[src/hw/pspc_pkg.sv]
// Package for the probe pin and security fuse control block.
// Assumes a 32-bit APB register bus and a single 10 MHz core clock.
package pspc_pkg;

  //////////////////////////////////////////////////////////////////////////////
  // Register byte offsets
  localparam logic [7:0] PSPC_CTRL_OFS = 8'h00;
  localparam logic [7:0] PSPC_STATUS_OFS = 8'h04;
  localparam logic [7:0] PSPC_PROG_OFS = 8'h08;
  localparam logic [7:0] PSPC_SHIFT_OFS = 8'h0c;

  // Control fields
  localparam int PSPC_CTRL_MODE_LSB = 0;
  localparam int PSPC_CTRL_LATCH_BIT = 2;
  localparam logic [2:0] PSPC_CTRL_RST = 3'h0;

  // Status fields
  localparam int PSPC_ST_MODE_BIT = 0;
  localparam int PSPC_ST_DIS_BIT = 1;
  localparam int PSPC_ST_LOCK_BIT = 2;
  localparam int PSPC_ST_PROBE_BIT = 3;
  localparam int PSPC_ST_REFUSED_BIT = 4;
  localparam int PSPC_ST_TWO_FUSE_BIT = 5;
  localparam int PSPC_ST_OE_LSB = 8;

  // Program request fields
  localparam int PSPC_PROG_DIS_BIT = 0;
  localparam int PSPC_PROG_LOCK_BIT = 1;
  localparam int PSPC_PROG_ARRAY_BIT = 2;

  // Shift capture
  localparam int PSPC_SHIFT_W = 8;
  localparam int PSPC_SHIFT_CNT_LSB = 16;

  //////////////////////////////////////////////////////////////////////////////
  typedef enum logic [1:0] {
    PSPC_PROBE_OFF = 2'b00,
    PSPC_CHANNEL_A_PROBE_MODE = 2'b01,
    PSPC_CHANNEL_B_PROBE_MODE = 2'b10,
    PSPC_DUAL_CHANNEL_PROBE_MODE = 2'b11
  } pspc_probe_mode_t;

  typedef enum logic [0:0] {
    PSPC_APB_IDLE = 1'b0,
    PSPC_APB_RESP = 1'b1
  } pspc_apb_state_t;

  // One bit for each of the four shared pins
  typedef struct packed {
    logic shift_clock;
    logic serial_in;
    logic pin_b;
    logic pin_a;
  } pspc_pins_t;

endpackage

[src/hw/pspc_top.sv]
// Probe pin and security fuse control: pin roles, probe capture, APB regs.
// Assumes pins, MODE_SEL and fuse levels are asynchronous; user and probe
// data inputs come from logic on CORE_CLK.
//
// Operation
// RULE1 - Two-fuse variant has a probe-disable fuse and a program-lock fuse.
// RULE2 - Programmed probe-disable fuse shuts off all probe circuitry permanently.
// RULE3 - Programmed lock fuse refuses every further fuse programming request.
// RULE4 - Normal mode: undefined pins become driven-low outputs, two-fuse serial/clock excepted.
// RULE5 - Two-fuse: undefined serial/clock pins are inputs until lock, then driven low.
// RULE6 - Board ties undefined serial/clock pins to ground while unlocked.
// RULE7 - Mode select low is normal operation, high is probe mode.
// RULE8 - Two-fuse normal mode: A/B user I/O; serial/clock input only unless locked.
// RULE9 - Serial/clock pins may drive only after the lock fuse is programmed.
// RULE10 - Two-fuse probe mode: probe roles unless disable fuse set, then all disabled.
// RULE11 - Probe outputs share pins via mux; mode register picks A, B or both.
// RULE12 - Channel A mode: A drives pin, user output off, input kept; B user.
// RULE13 - Channel B mode mirrors channel A mode.
// RULE14 - Dual mode: both probe outputs drive, both user outputs off, inputs kept.
// RULE15 - Optional input latch holds user input while a pin is probed.
// RULE16 - Serial/clock pins feed probe and user input paths in parallel.
// RULE17 - Probe tool must not drive serial/clock pins whose user output is on.
// RULE18 - Single-fuse variant has one fuse that disables probe circuitry.
// RULE19 - Single-fuse: undefined serial/clock driven low unfused; normal mode all user I/O.
// RULE20 - Single-fuse probe mode: probe roles, or all four inputs once fused.
// RULE21 - Single-fuse: input latch present; probe mode inhibits serial/clock user outputs.
// RULE22 - Pin roles follow mode select, fuse levels and the probe mode setting.
//
// Chosen here: the APB register port and the placing of the registers.
`timescale 1ns/1ps
`default_nettype none

module pspc_top #(
  parameter bit TWO_FUSE = 1'b1,
  parameter int SHIFT_W = pspc_pkg::PSPC_SHIFT_W
) (
  // Clock and reset
  input wire logic CORE_CLK,
  input wire logic RST_N,
  // APB slave
  input wire logic PSEL,
  input wire logic PENABLE,
  input wire logic PWRITE,
  input wire logic [7:0] PADDR,
  input wire logic [31:0] PWDATA,
  output logic [31:0] PRDATA,
  output logic PREADY,
  output logic PSLVERR,
  // Configuration pins and fuse levels
  input wire logic MODE_SEL,
  input wire logic FUSE_PROBE_DIS,
  input wire logic FUSE_PROG_LOCK,
  // Shared device pins
  input wire pspc_pkg::pspc_pins_t PIN_I,
  output pspc_pkg::pspc_pins_t PIN_O,
  output pspc_pkg::pspc_pins_t PIN_OE,
  // User design side
  input wire pspc_pkg::pspc_pins_t USER_DEF,
  input wire pspc_pkg::pspc_pins_t USER_O,
  input wire pspc_pkg::pspc_pins_t USER_OE,
  output pspc_pkg::pspc_pins_t USER_IN,
  // Probe circuitry side
  input wire logic PROBE_A,
  input wire logic PROBE_B,
  output logic PROBE_SERIAL_IN,
  output logic PROBE_SHIFT_CLOCK,
  output logic PROBE_SHIFT_STB,
  // Fuse programming strobes
  output logic [2:0] FUSE_PGM
);
  import pspc_pkg::*;

  localparam int NSYNC = 7;

  ////////////////////////////////////////////////////////////////////////////
  // Synchronisers for everything from outside the clock domain
  logic [NSYNC-1:0] sync_in;
  logic [NSYNC-1:0] sync_1;
  logic [NSYNC-1:0] sync_2;

  assign sync_in = {FUSE_PROG_LOCK, FUSE_PROBE_DIS, MODE_SEL, PIN_I};

  genvar gi;
  generate
    for (gi = 0; gi < NSYNC; gi++) begin : g_sync
      always_ff @(posedge CORE_CLK) begin
        if (!RST_N) begin
          sync_1[gi] <= 1'b0;
          sync_2[gi] <= 1'b0;
        end else begin
          sync_1[gi] <= sync_in[gi];
          sync_2[gi] <= sync_1[gi];
        end
      end
    end
  endgenerate

  pspc_pins_t pin_q;
  logic mode_q;
  logic dis_q;
  logic lock_q;
  logic io_free;
  logic probe_on;

  assign pin_q = sync_2[3:0];
  assign mode_q = sync_2[4]; // [RULE7]
  // Security fuse of the single-fuse part arrives on the disable input
  assign dis_q = sync_2[5]; // [RULE1] [RULE18]
  assign lock_q = TWO_FUSE ? sync_2[6] : 1'b0; // [RULE1]
  // Single-fuse part needs no fuse to free the serial/clock pins
  assign io_free = TWO_FUSE ? lock_q : 1'b1; // [RULE19]
  assign probe_on = mode_q && !dis_q; // [RULE2] [RULE10] [RULE20]

  ////////////////////////////////////////////////////////////////////////////
  // Control register state
  pspc_probe_mode_t probe_mode;
  logic latch_en;
  logic refused;
  logic [SHIFT_W-1:0] shift_data;
  logic [7:0] shift_cnt;
  pspc_apb_state_t apb_state;

  // Register index decode for the write path; reg_hit shared by read and write paths
  function automatic logic [1:0] reg_index(input logic [7:0] addr);
    case (addr)
      PSPC_CTRL_OFS: reg_index = 2'h0;
      PSPC_STATUS_OFS: reg_index = 2'h1;
      PSPC_PROG_OFS: reg_index = 2'h2;
      default: reg_index = 2'h3;
    endcase
  endfunction

  function automatic logic reg_hit(input logic [7:0] addr);
    reg_hit = (addr == PSPC_CTRL_OFS) || (addr == PSPC_STATUS_OFS) ||
              (addr == PSPC_PROG_OFS) || (addr == PSPC_SHIFT_OFS);
  endfunction

  // Pin driven by user design, or parked low when the design leaves it open
  function automatic logic [1:0] user_drive(input logic def, input logic o, input logic oe);
    user_drive = def ? {o, oe} : 2'b01; // [RULE4]
  endfunction

  ////////////////////////////////////////////////////////////////////////////
  // APB slave: one wait-free access phase, pready raised from the setup cycle
  logic setup;
  logic wr_en;
  logic [1:0] wr_idx;

  assign setup = PSEL && !PENABLE;
  assign wr_en = PSEL && PENABLE && PREADY && PWRITE && reg_hit(PADDR);
  assign wr_idx = reg_index(PADDR);

  always_ff @(posedge CORE_CLK) begin
    if (!RST_N) begin
      apb_state <= PSPC_APB_IDLE;
      PREADY <= 1'b0;
    end else begin
      case (apb_state)
        PSPC_APB_IDLE: begin
          if (setup) begin
            apb_state <= PSPC_APB_RESP;
            PREADY <= 1'b1;
          end
        end
        PSPC_APB_RESP: begin
          apb_state <= PSPC_APB_IDLE;
          PREADY <= 1'b0;
        end
        default: begin
          apb_state <= PSPC_APB_IDLE;
          PREADY <= 1'b0;
        end
      endcase
    end
  end

  logic [31:0] next_rdata;

  always_comb begin
    next_rdata = 32'h0;
    case (PADDR)
      PSPC_CTRL_OFS: begin
        next_rdata[PSPC_CTRL_MODE_LSB +: 2] = probe_mode;
        next_rdata[PSPC_CTRL_LATCH_BIT] = latch_en;
      end
      PSPC_STATUS_OFS: begin
        next_rdata[PSPC_ST_MODE_BIT] = mode_q;
        next_rdata[PSPC_ST_DIS_BIT] = dis_q;
        next_rdata[PSPC_ST_LOCK_BIT] = lock_q;
        next_rdata[PSPC_ST_PROBE_BIT] = probe_on;
        next_rdata[PSPC_ST_REFUSED_BIT] = refused;
        next_rdata[PSPC_ST_TWO_FUSE_BIT] = TWO_FUSE;
        next_rdata[PSPC_ST_OE_LSB +: 4] = PIN_OE;
      end
      PSPC_SHIFT_OFS: begin
        next_rdata[SHIFT_W-1:0] = shift_data;
        next_rdata[PSPC_SHIFT_CNT_LSB +: 8] = shift_cnt;
      end
      default: next_rdata = 32'h0;
    endcase
  end

  always_ff @(posedge CORE_CLK) begin
    if (!RST_N) begin
      PRDATA <= 32'h0;
      PSLVERR <= 1'b0;
    end else if (setup && apb_state == PSPC_APB_IDLE) begin
      PRDATA <= PWRITE ? 32'h0 : next_rdata;
      PSLVERR <= !reg_hit(PADDR);
    end else if (!PSEL) begin
      PRDATA <= 32'h0;
      PSLVERR <= 1'b0;
    end
  end

  ////////////////////////////////////////////////////////////////////////////
  // Control register
  always_ff @(posedge CORE_CLK) begin
    if (!RST_N) begin
      probe_mode <= pspc_probe_mode_t'(PSPC_CTRL_RST[1:0]);
      latch_en <= PSPC_CTRL_RST[PSPC_CTRL_LATCH_BIT];
    end else if (wr_en && wr_idx == 2'h0) begin
      probe_mode <= pspc_probe_mode_t'(PWDATA[PSPC_CTRL_MODE_LSB +: 2]); // [RULE11]
      latch_en <= PWDATA[PSPC_CTRL_LATCH_BIT];
    end
  end

  ////////////////////////////////////////////////////////////////////////////
  // Fuse programming; a locked part only records the refusal
  logic prog_wr;
  logic [2:0] prog_req;

  assign prog_wr = wr_en && wr_idx == 2'h2;
  // No lock fuse exists on the single-fuse part
  assign prog_req = {PWDATA[PSPC_PROG_ARRAY_BIT],
                     PWDATA[PSPC_PROG_LOCK_BIT] && TWO_FUSE,
                     PWDATA[PSPC_PROG_DIS_BIT]};

  always_ff @(posedge CORE_CLK) begin
    if (!RST_N) begin
      FUSE_PGM <= 3'h0;
    end else if (prog_wr && !lock_q) begin
      FUSE_PGM <= prog_req;
    end else begin
      FUSE_PGM <= 3'h0; // [RULE3]
    end
  end

  // Sticky refusal flag, write one to clear; a new refusal beats the clear
  always_ff @(posedge CORE_CLK) begin
    if (!RST_N) begin
      refused <= 1'b0;
    end else if (prog_wr && lock_q && (prog_req != 3'h0)) begin
      refused <= 1'b1; // [RULE3]
    end else if (wr_en && wr_idx == 2'h1 && PWDATA[PSPC_ST_REFUSED_BIT]) begin
      refused <= 1'b0;
    end
  end

  ////////////////////////////////////////////////////////////////////////////
  // Pin role selection
  pspc_pins_t next_o;
  pspc_pins_t next_oe;
  logic probe_a_sel;
  logic probe_b_sel;

  assign probe_a_sel = probe_on && (probe_mode == PSPC_CHANNEL_A_PROBE_MODE ||
                                    probe_mode == PSPC_DUAL_CHANNEL_PROBE_MODE);
  assign probe_b_sel = probe_on && (probe_mode == PSPC_CHANNEL_B_PROBE_MODE ||
                                    probe_mode == PSPC_DUAL_CHANNEL_PROBE_MODE);

  always_comb begin
    next_o = '0;
    next_oe = '0;
    // Pin A
    if (probe_a_sel) begin
      {next_o.pin_a, next_oe.pin_a} = {PROBE_A, 1'b1}; // [RULE12] [RULE14]
    end else if (!mode_q || probe_on) begin
      {next_o.pin_a, next_oe.pin_a} = user_drive(USER_DEF.pin_a, USER_O.pin_a,
                                                 USER_OE.pin_a); // [RULE8] [RULE13]
    end
    // Pin B
    if (probe_b_sel) begin
      {next_o.pin_b, next_oe.pin_b} = {PROBE_B, 1'b1}; // [RULE13] [RULE14]
    end else if (!mode_q || probe_on) begin
      {next_o.pin_b, next_oe.pin_b} = user_drive(USER_DEF.pin_b, USER_O.pin_b,
                                                 USER_OE.pin_b); // [RULE8] [RULE12]
    end
    // Serial and clock pins stay inputs in probe mode, so no driver
    // can fight the external tool; user outputs are unseen meanwhile
    if (!mode_q && io_free) begin
      {next_o.serial_in, next_oe.serial_in} = user_drive(USER_DEF.serial_in,
          USER_O.serial_in, USER_OE.serial_in); // [RULE5] [RULE9] [RULE19]
      {next_o.shift_clock, next_oe.shift_clock} = user_drive(USER_DEF.shift_clock,
          USER_O.shift_clock, USER_OE.shift_clock); // [RULE5] [RULE9] [RULE19]
    end
  end

  // Pins registered so the bus never sees a combinational glitch
  always_ff @(posedge CORE_CLK) begin
    if (!RST_N) begin
      PIN_O <= '0;
      PIN_OE <= '0;
    end else begin
      PIN_O <= next_o; // [RULE22]
      PIN_OE <= next_oe; // [RULE10] [RULE20] [RULE21]
    end
  end

  ////////////////////////////////////////////////////////////////////////////
  // User input path, always live; optional hold while a pin is probed
  pspc_pins_t hold;

  assign hold.pin_a = latch_en && probe_a_sel; // [RULE15]
  assign hold.pin_b = latch_en && probe_b_sel; // [RULE15]
  assign hold.serial_in = latch_en && !TWO_FUSE && mode_q; // [RULE21]
  assign hold.shift_clock = latch_en && !TWO_FUSE && mode_q; // [RULE21]

  generate
    for (gi = 0; gi < 4; gi++) begin : g_uin
      always_ff @(posedge CORE_CLK) begin
        if (!RST_N) begin
          USER_IN[gi] <= 1'b0;
        end else if (!hold[gi]) begin
          USER_IN[gi] <= pin_q[gi]; // [RULE16]
        end
      end
    end
  endgenerate

  ////////////////////////////////////////////////////////////////////////////
  // Probe serial path; shift clock edges found by oversampling
  logic clk_d;
  logic clk_rise;

  assign clk_rise = pin_q.shift_clock && !clk_d;

  always_ff @(posedge CORE_CLK) begin
    if (!RST_N) begin
      clk_d <= 1'b0;
    end else begin
      clk_d <= pin_q.shift_clock;
    end
  end

  always_ff @(posedge CORE_CLK) begin
    if (!RST_N) begin
      PROBE_SERIAL_IN <= 1'b0;
      PROBE_SHIFT_CLOCK <= 1'b0;
      PROBE_SHIFT_STB <= 1'b0;
    end else begin
      PROBE_SERIAL_IN <= probe_on && pin_q.serial_in; // [RULE16] [RULE2]
      PROBE_SHIFT_CLOCK <= probe_on && pin_q.shift_clock; // [RULE16]
      PROBE_SHIFT_STB <= probe_on && clk_rise; // [RULE2]
    end
  end

  // Capture of the serial stream, readable for diagnosis
  always_ff @(posedge CORE_CLK) begin
    if (!RST_N) begin
      shift_data <= '0;
      shift_cnt <= 8'h0;
    end else if (probe_on && clk_rise) begin
      shift_data <= {shift_data[SHIFT_W-2:0], pin_q.serial_in};
      shift_cnt <= shift_cnt + 8'h1;
    end
  end
endmodule

`default_nettype wire

[config.mk]
export PLATFORM = sky130hd
export DESIGN_NAME = pspc_top
export DESIGN_NICKNAME = d
export VERILOG_FILES = /design/src/hw/pspc_pkg.sv /design/src/hw/pspc_top.sv
export SDC_FILE = /design/constraint.sdc
export NUM_CORES = 1
export LEC_CHECK = 0
export ABC_CLOCK_PERIOD_IN_PS = 1400
export BUFFER_PORTS_ARGS = -buffer_cell sky130_fd_sc_hd__buf_2
export CAP_MARGIN = 20
export CORE_MARGIN = 2
export CORE_UTILIZATION = 45
export CTS_BUF_LIST = sky130_fd_sc_hd__clkbuf_4
export DETAILED_ROUTE_END_ITERATION = 7
export PLACE_DENSITY = 0.78
export SETUP_SLACK_MARGIN = 0.1
export SLEW_MARGIN = 25
export SYNTH_ARGS = -nofsm -noshare
export SYNTH_HDL_FRONTEND = slang
export SYNTH_SLANG_ARGS = --single-unit
export TNS_END_PERCENT = 30
[constraint.sdc]
create_clock -name CORE_CLK -period 1.4 [get_ports CORE_CLK]
set_input_delay 0.28 -clock CORE_CLK [delete_from_list [all_inputs] [get_ports CORE_CLK]]
set_output_delay 0.28 -clock CORE_CLK [all_outputs]
set_load 0.01 [all_outputs]
=== After elaboration in Yosys (flattened, before gate mapping) ===
Index checks and enable logic that the tools add are counted.

* Bits in registers: 87
* Bits of input ports: 66
* Output and inout port bits: 52
* Word-level logic and storage cells: 123

* Add/subtract/negate cells: 1
* Eq/ne operators: 10
* Muxes and demuxes: 29
* Bitwise operators: 1
* Reduce and logical (&&, ||, !) cells: 43

{| class="wikitable"
|+ Operators by type and width
! cell !! number
|-
| two-way mux 32 bit || 2
|-
| two-way mux 24 bit || 1
|-
| logical AND 1 bit || 23
|-
| equality test 8 x 4 -> 1 bit (second input constant) || 2
|-
| two-way mux 1 bit || 16
|-
| case mux 3 bit (3 select lines) || 1
|-
| adder 8 x 1 -> 8 bit (second input constant) || 1
|-
| equality test 8 x 3 -> 1 bit (second input constant) || 1
|-
| logical NOT 8 bit || 1
|-
| two-way mux 8 bit || 1
|-
| equality test 2 bit (second input constant) || 3
|-
| logical NOT 1 bit || 6
|-
| logical OR 1 bit || 6
|-
| two-way mux 2 bit || 3
|-
| case mux 2 bit (3 select lines) || 1
|-
| case mux 3 bit (2 select lines) || 1
|-
| AND reduction 3 bit || 2
|-
| equality test 2 x 1 -> 1 bit (second input constant) || 2
|-
| two-way mux 4 bit || 1
|-
| case mux 1 bit (2 select lines) || 2
|-
| AND reduction 2 bit || 2
|-
| nonzero test 3 bit || 1
|-
| logical NOT 2 bit || 1
|-
| inequality test 2 x 1 -> 1 bit (second input constant) || 1
|-
| 3 further kinds || 3
|}

=== Logic depth before layout (Yosys ltp) ===
* Depth after elaboration: 9
* Gate-level depth with buffers: 5
* Mapped depth without buffers: 4

=== Worst setup path before layout ===
Ideal clock, no wire load.

* Kind: input -> register
* Start: in PADDR[1]
* End: reg PRDATA[16]
* Setup time: 0.059 ns
* Data arrival time: 1.358 ns
* Data required time: 1.341 ns
* Slack: -0.017 ns
* Cell stages on the path: 4
* Buffers on the path: 1
* Cell sequence: or4_4 > nor4_4 > buf_6 > a22o_1

* Word-level cells in the longest chain between the ends: 4

{| class="wikitable"
|+ RTL lines
! item !! RTL line !! RTL
|-
| start: declaration || pspc_top.sv:44 || <nowiki>input wire logic [7:0] PADDR,</nowiki>
|-
| equality test 8 x 4 -> 1 bit || pspc_top.sv:181 || <nowiki>case (PADDR)</nowiki>
|-
| two-way mux 8 bit || pspc_top.sv:181 ||
|-
| two-way mux 24 bit || pspc_top.sv:208 || <nowiki>PRDATA <= PWRITE ? 32'h0 : next_rdata;</nowiki>
|-
| two-way mux 32 bit || pspc_top.sv:207 || <nowiki>end else if (setup && apb_state == PSPC_APB_IDLE) begin</nowiki>
|-
| end signal: assignment || pspc_top.sv:208 ||
|-
| end: declaration || pspc_top.sv:46 || <nowiki>output logic [31:0] PRDATA,</nowiki>
|}

Every way passes these cells.
A chain may end at the register's enable or synchronous reset.

=== Worst setup path after layout ===
* Start: reg apb_state
* End: reg PRDATA[9]

* Word-level cells in the longest chain between the ends: 3
* Elaborated cells on any way between the ends: 4
* Those cells by class: 1 x eq/ne; 1 x mux; 1 x bitwise; 1 x reduce/logical

{| class="wikitable"
|+ RTL lines
! item !! RTL line !! RTL
|-
| start: declaration || pspc_top.sv:121 || <nowiki>pspc_apb_state_t apb_state;</nowiki>
|-
| start signal: assignment || pspc_top.sv:155 || <nowiki>apb_state <= PSPC_APB_IDLE;</nowiki>
|-
| start signal: assignment || pspc_top.sv:161 || <nowiki>apb_state <= PSPC_APB_RESP;</nowiki>
|-
| start signal: assignment || pspc_top.sv:166 || <nowiki>apb_state <= PSPC_APB_IDLE;</nowiki>
|-
| inverter 1 bit * || - ||
|-
| logical AND 1 bit * || pspc_top.sv:207 ||
|-
| inequality test 2 x 1 -> 1 bit (no line) / two-way mux 32 bit (equally long branches) || - ||
|}

Mark *: on every way between the ends. The rest lies on a longest branch, timed or not.

==> impl_results.md <==
- R2R Setup Slk: -0.007 ns
- Worst Slack Setup Final: -0.00724 ns
- Cell chain of the critical path: or4b_4 > nor3_4 > a22oi_1 > nor2b_1
- Number of enable flip-flop cells after synthesis: 0
- Synth Flop Type: dfxtp_1
- Clk sinks: 75
- Failing checks: negative setup slack
- Worst skew pair latency: around 0.4 ns
- Ports: roughly 120
- Power Dens Cells: between 1000 and 1500 nW/um^2
- Slowest Stage Delay on Critical Path: 0.51 ns
- First-pass DRT Iterations: 4
- Area Growth Syn to Fin: 28.8%
- Number of core rows: 29
- Element type at the critical path end: flop
- Crit-path max FO: 6
- RSZ-0062 raised after global routing: yes
- F_max: 711 MHz
- Setup_tns: -0.00724 ns
- # setup viols final: 1
- Average cell area after synthesis: about 10 sq um
- Multi-input gate area: between 1000 and 1500 sq um
- Post-CTS setup buffer count: 0
- Worst hold path type: input port to flop
- Cell Area, Synth: 2930 sq um
- Post-CTS Hold Fix Bufs: 0
- First-pass GRT wire length: a little under 10,000 microns
- Pre-CTS setup slack: -0.242 ns
- Routed vias/inst: roughly 5
- Initial core utilization: around 46%
- Synth top area share: 51.2%
- Core ar.: 6310 sq um
- HPWL Detailed: 4570 microns
- Status: finished, violations left
- Die area: 7170 sq um
- Filler instances: ~550
- Number of global-route vias before repair: roughly 2,200
- Final Wtd Congestion: between 0.8 and 0.9
- Sequential share of the synthesized area: 51.2%
- Yosys top cell by area: dfxtp_1
- CTS max path bufs: 2
- GRT Overall Usage: ~17%
- Period minus WS final: 1.41 ns
- YS warnings: 0
- Die W: roughly 85 microns
- Overflow after GRT: 0
- Worst-path clk slew: ~0.12 ns
- ANT cells: 0
- Yosys cell types: 50
- VDD IR max: 1.06 mV
- Chip Height: between 80 and 90 microns
- Max H-tree Level: 3
- Initial antenna violation count: 0
- Largest net degree at the start of global routing: 45
- Ratio of cells with drive above 1 in the final layout: 35.4%
- Final Cycle Share: 101%
- 1st-iter DRT viols: about 110
- Hold EP: PIN_OE[2]$_SDFF_PN0_
- Routed length per instance: roughly 13 microns
- Cells after Synth: 294
- Layout Nets: around 460
- Fin. Hold Viols: 0
- Setup Skew: 0.0127 ns
- Sequential standard cell area: between 1500 and 2000 sq um
- Hold Path Depth: 2
- Final ANT Viol Nets: 0
- Placed Area: around 3500 sq um
- Hold Crit Start: USER_DEF[2]
- RR Startpoint: apb_state$_SDFF_PP0_
- Worst path slowest cell: or4b_4
- I/O Buffers: slightly below 80
- Kind of critical path: flop to flop
- CTS tree: built
- Final instance area: 3770 sq um
- Reg-to-reg endpoint: PRDATA[9]$_SDFFE_PN0P_
- Critical path required time: between 1.5 and 2 ns
- DRT Wirelength: around 6200 microns
- Yosys reg bits: 75
- Root buffer cell: clkbuf_4
- Async SR Flop Fraction: 0%
- Crit path DAT: 1.76 ns
- P_leak: 0.00175 uW
- CTS buffer count: 9
- Most common cell in the netlist: dfxtp_1
- DRC errors left: 0
- Max-cap violations: 0
- Vias: 2,342
- Startpoint types: flop
- Synth area leaders: dfxtp_1 51%, and2_1 5.3%, a22o_1 3.9%
- Final Max Slew Viols: 0
- Cells on worst reg2reg path: 4
- Commonest cells post-synth: 75 x dfxtp_1, 30 x nand2_1, 25 x and2_1
-- repair_timing --
action	CTS	global route
pin swaps	5	4
setup endpoints to repair	21	35
gates resized for setup	7	13
-- state kept, by name, indices dropped and copies added, names as in the netlist, 2 cells and up --
name / count
pin_q: 4
shift_data: 8
FUSE_PGM: 3
PIN_OE: 4
shift_cnt: 8
probe_mode: 2
PIN_O: 4
PRDATA: 20
USER_IN: 3
sync_1: 7
-- how the worst max path moves through the flow --
stage | from | to | cells after the start
after floorplan | PADDR[1] | PRDATA[16]$_SDFFE_PN0P_ | 4
after global placement | PADDR[1] | PRDATA[22]$_SDFFE_PN0P_ | 5
after detailed placement | PADDR[1] | PRDATA[18]$_SDFFE_PN0P_ | 5
after CTS | apb_state$_SDFF_PP0_ | PRDATA[9]$_SDFFE_PN0P_ | 4
after global routing | apb_state$_SDFF_PP0_ | PRDATA[8]$_SDFFE_PN0P_ | 4
final | apb_state$_SDFF_PP0_ | PRDATA[9]$_SDFFE_PN0P_ | 4
-- critical path: cells and delay by family (launching register included) --
family           cells  cell delay (ns)
flip-flops           1             0.35
AND/OR/NAND/NOR      3             0.89
AO/OA/AOI/OAI        1             0.11
-- cells by family after synthesis --
family          after synthesis  synth area share, %
simple gates                118                 24.2
flops                        75                 51.2
compound gates               49                 12.3
buf+inv                      35                 6.75
mux                           9                 3.12
xor+xnor                      6                 1.79
fa+ha+maj                     1                0.427
other cells                   1                0.128
-- power by group --
part	switching (uW)	internal, uW
registers	18.6	2170
logic	147	137
clock network	736	1110
-- cells in the final DEF (no fill, tap or decap), types with 6 or more instances in the layout --
cell and count:
o21ai_0 7, nand3_1 9, mux2i_1 8, nor2b_1 13
a21boi_0 9, and3_1 6, and2_1 25, clkbuf_4 10
buf_2 77, a22o_1 13, inv_1 9, nor2_1 7
buf_4 21, nand2_1 30, conb_1 12, dfxtp_1 71
-- final cells by class --
class | count | area share, %
clock inverters | 6 | 3.61
multi-input cells | 195 | 35.8
inverters | 9 | 0.895
clock buffers | 10 | 1.99
well taps | 77 | 2.55
repair buffers | 100 | 15.2
flip-flops and latches | 75 | 39.9
-- routing by layer --
metal / global-route usage [%] / vias to the layer above / part of all wire [%]
met4: 10.2 / 0 / 2.3
met2: 27.2 / 65 / 48
li1: - / 1184 / -
met5: 0 / - / 0
met1: 21.8 / 1081 / 44
met3: 3.74 / 12 / 5.3
-- through the flow --
stage / utilization, % / hold WS, ns / cells / power (uW)
after global routing: 59.8 / 0.0171 / 472 / 4480
final: 59.8 / 0.0460 / 472 / 4320
after global placement: 55.0 / 0.414 / 456 / 2500
after CTS: 58.8 / 0.0191 / 472 / 4350
after detailed placement: 55.0 / 0.422 / 456 / 2510
after floorplan: - / 0.371 / 305 / 2390
(Power assumes the default switching activity.)
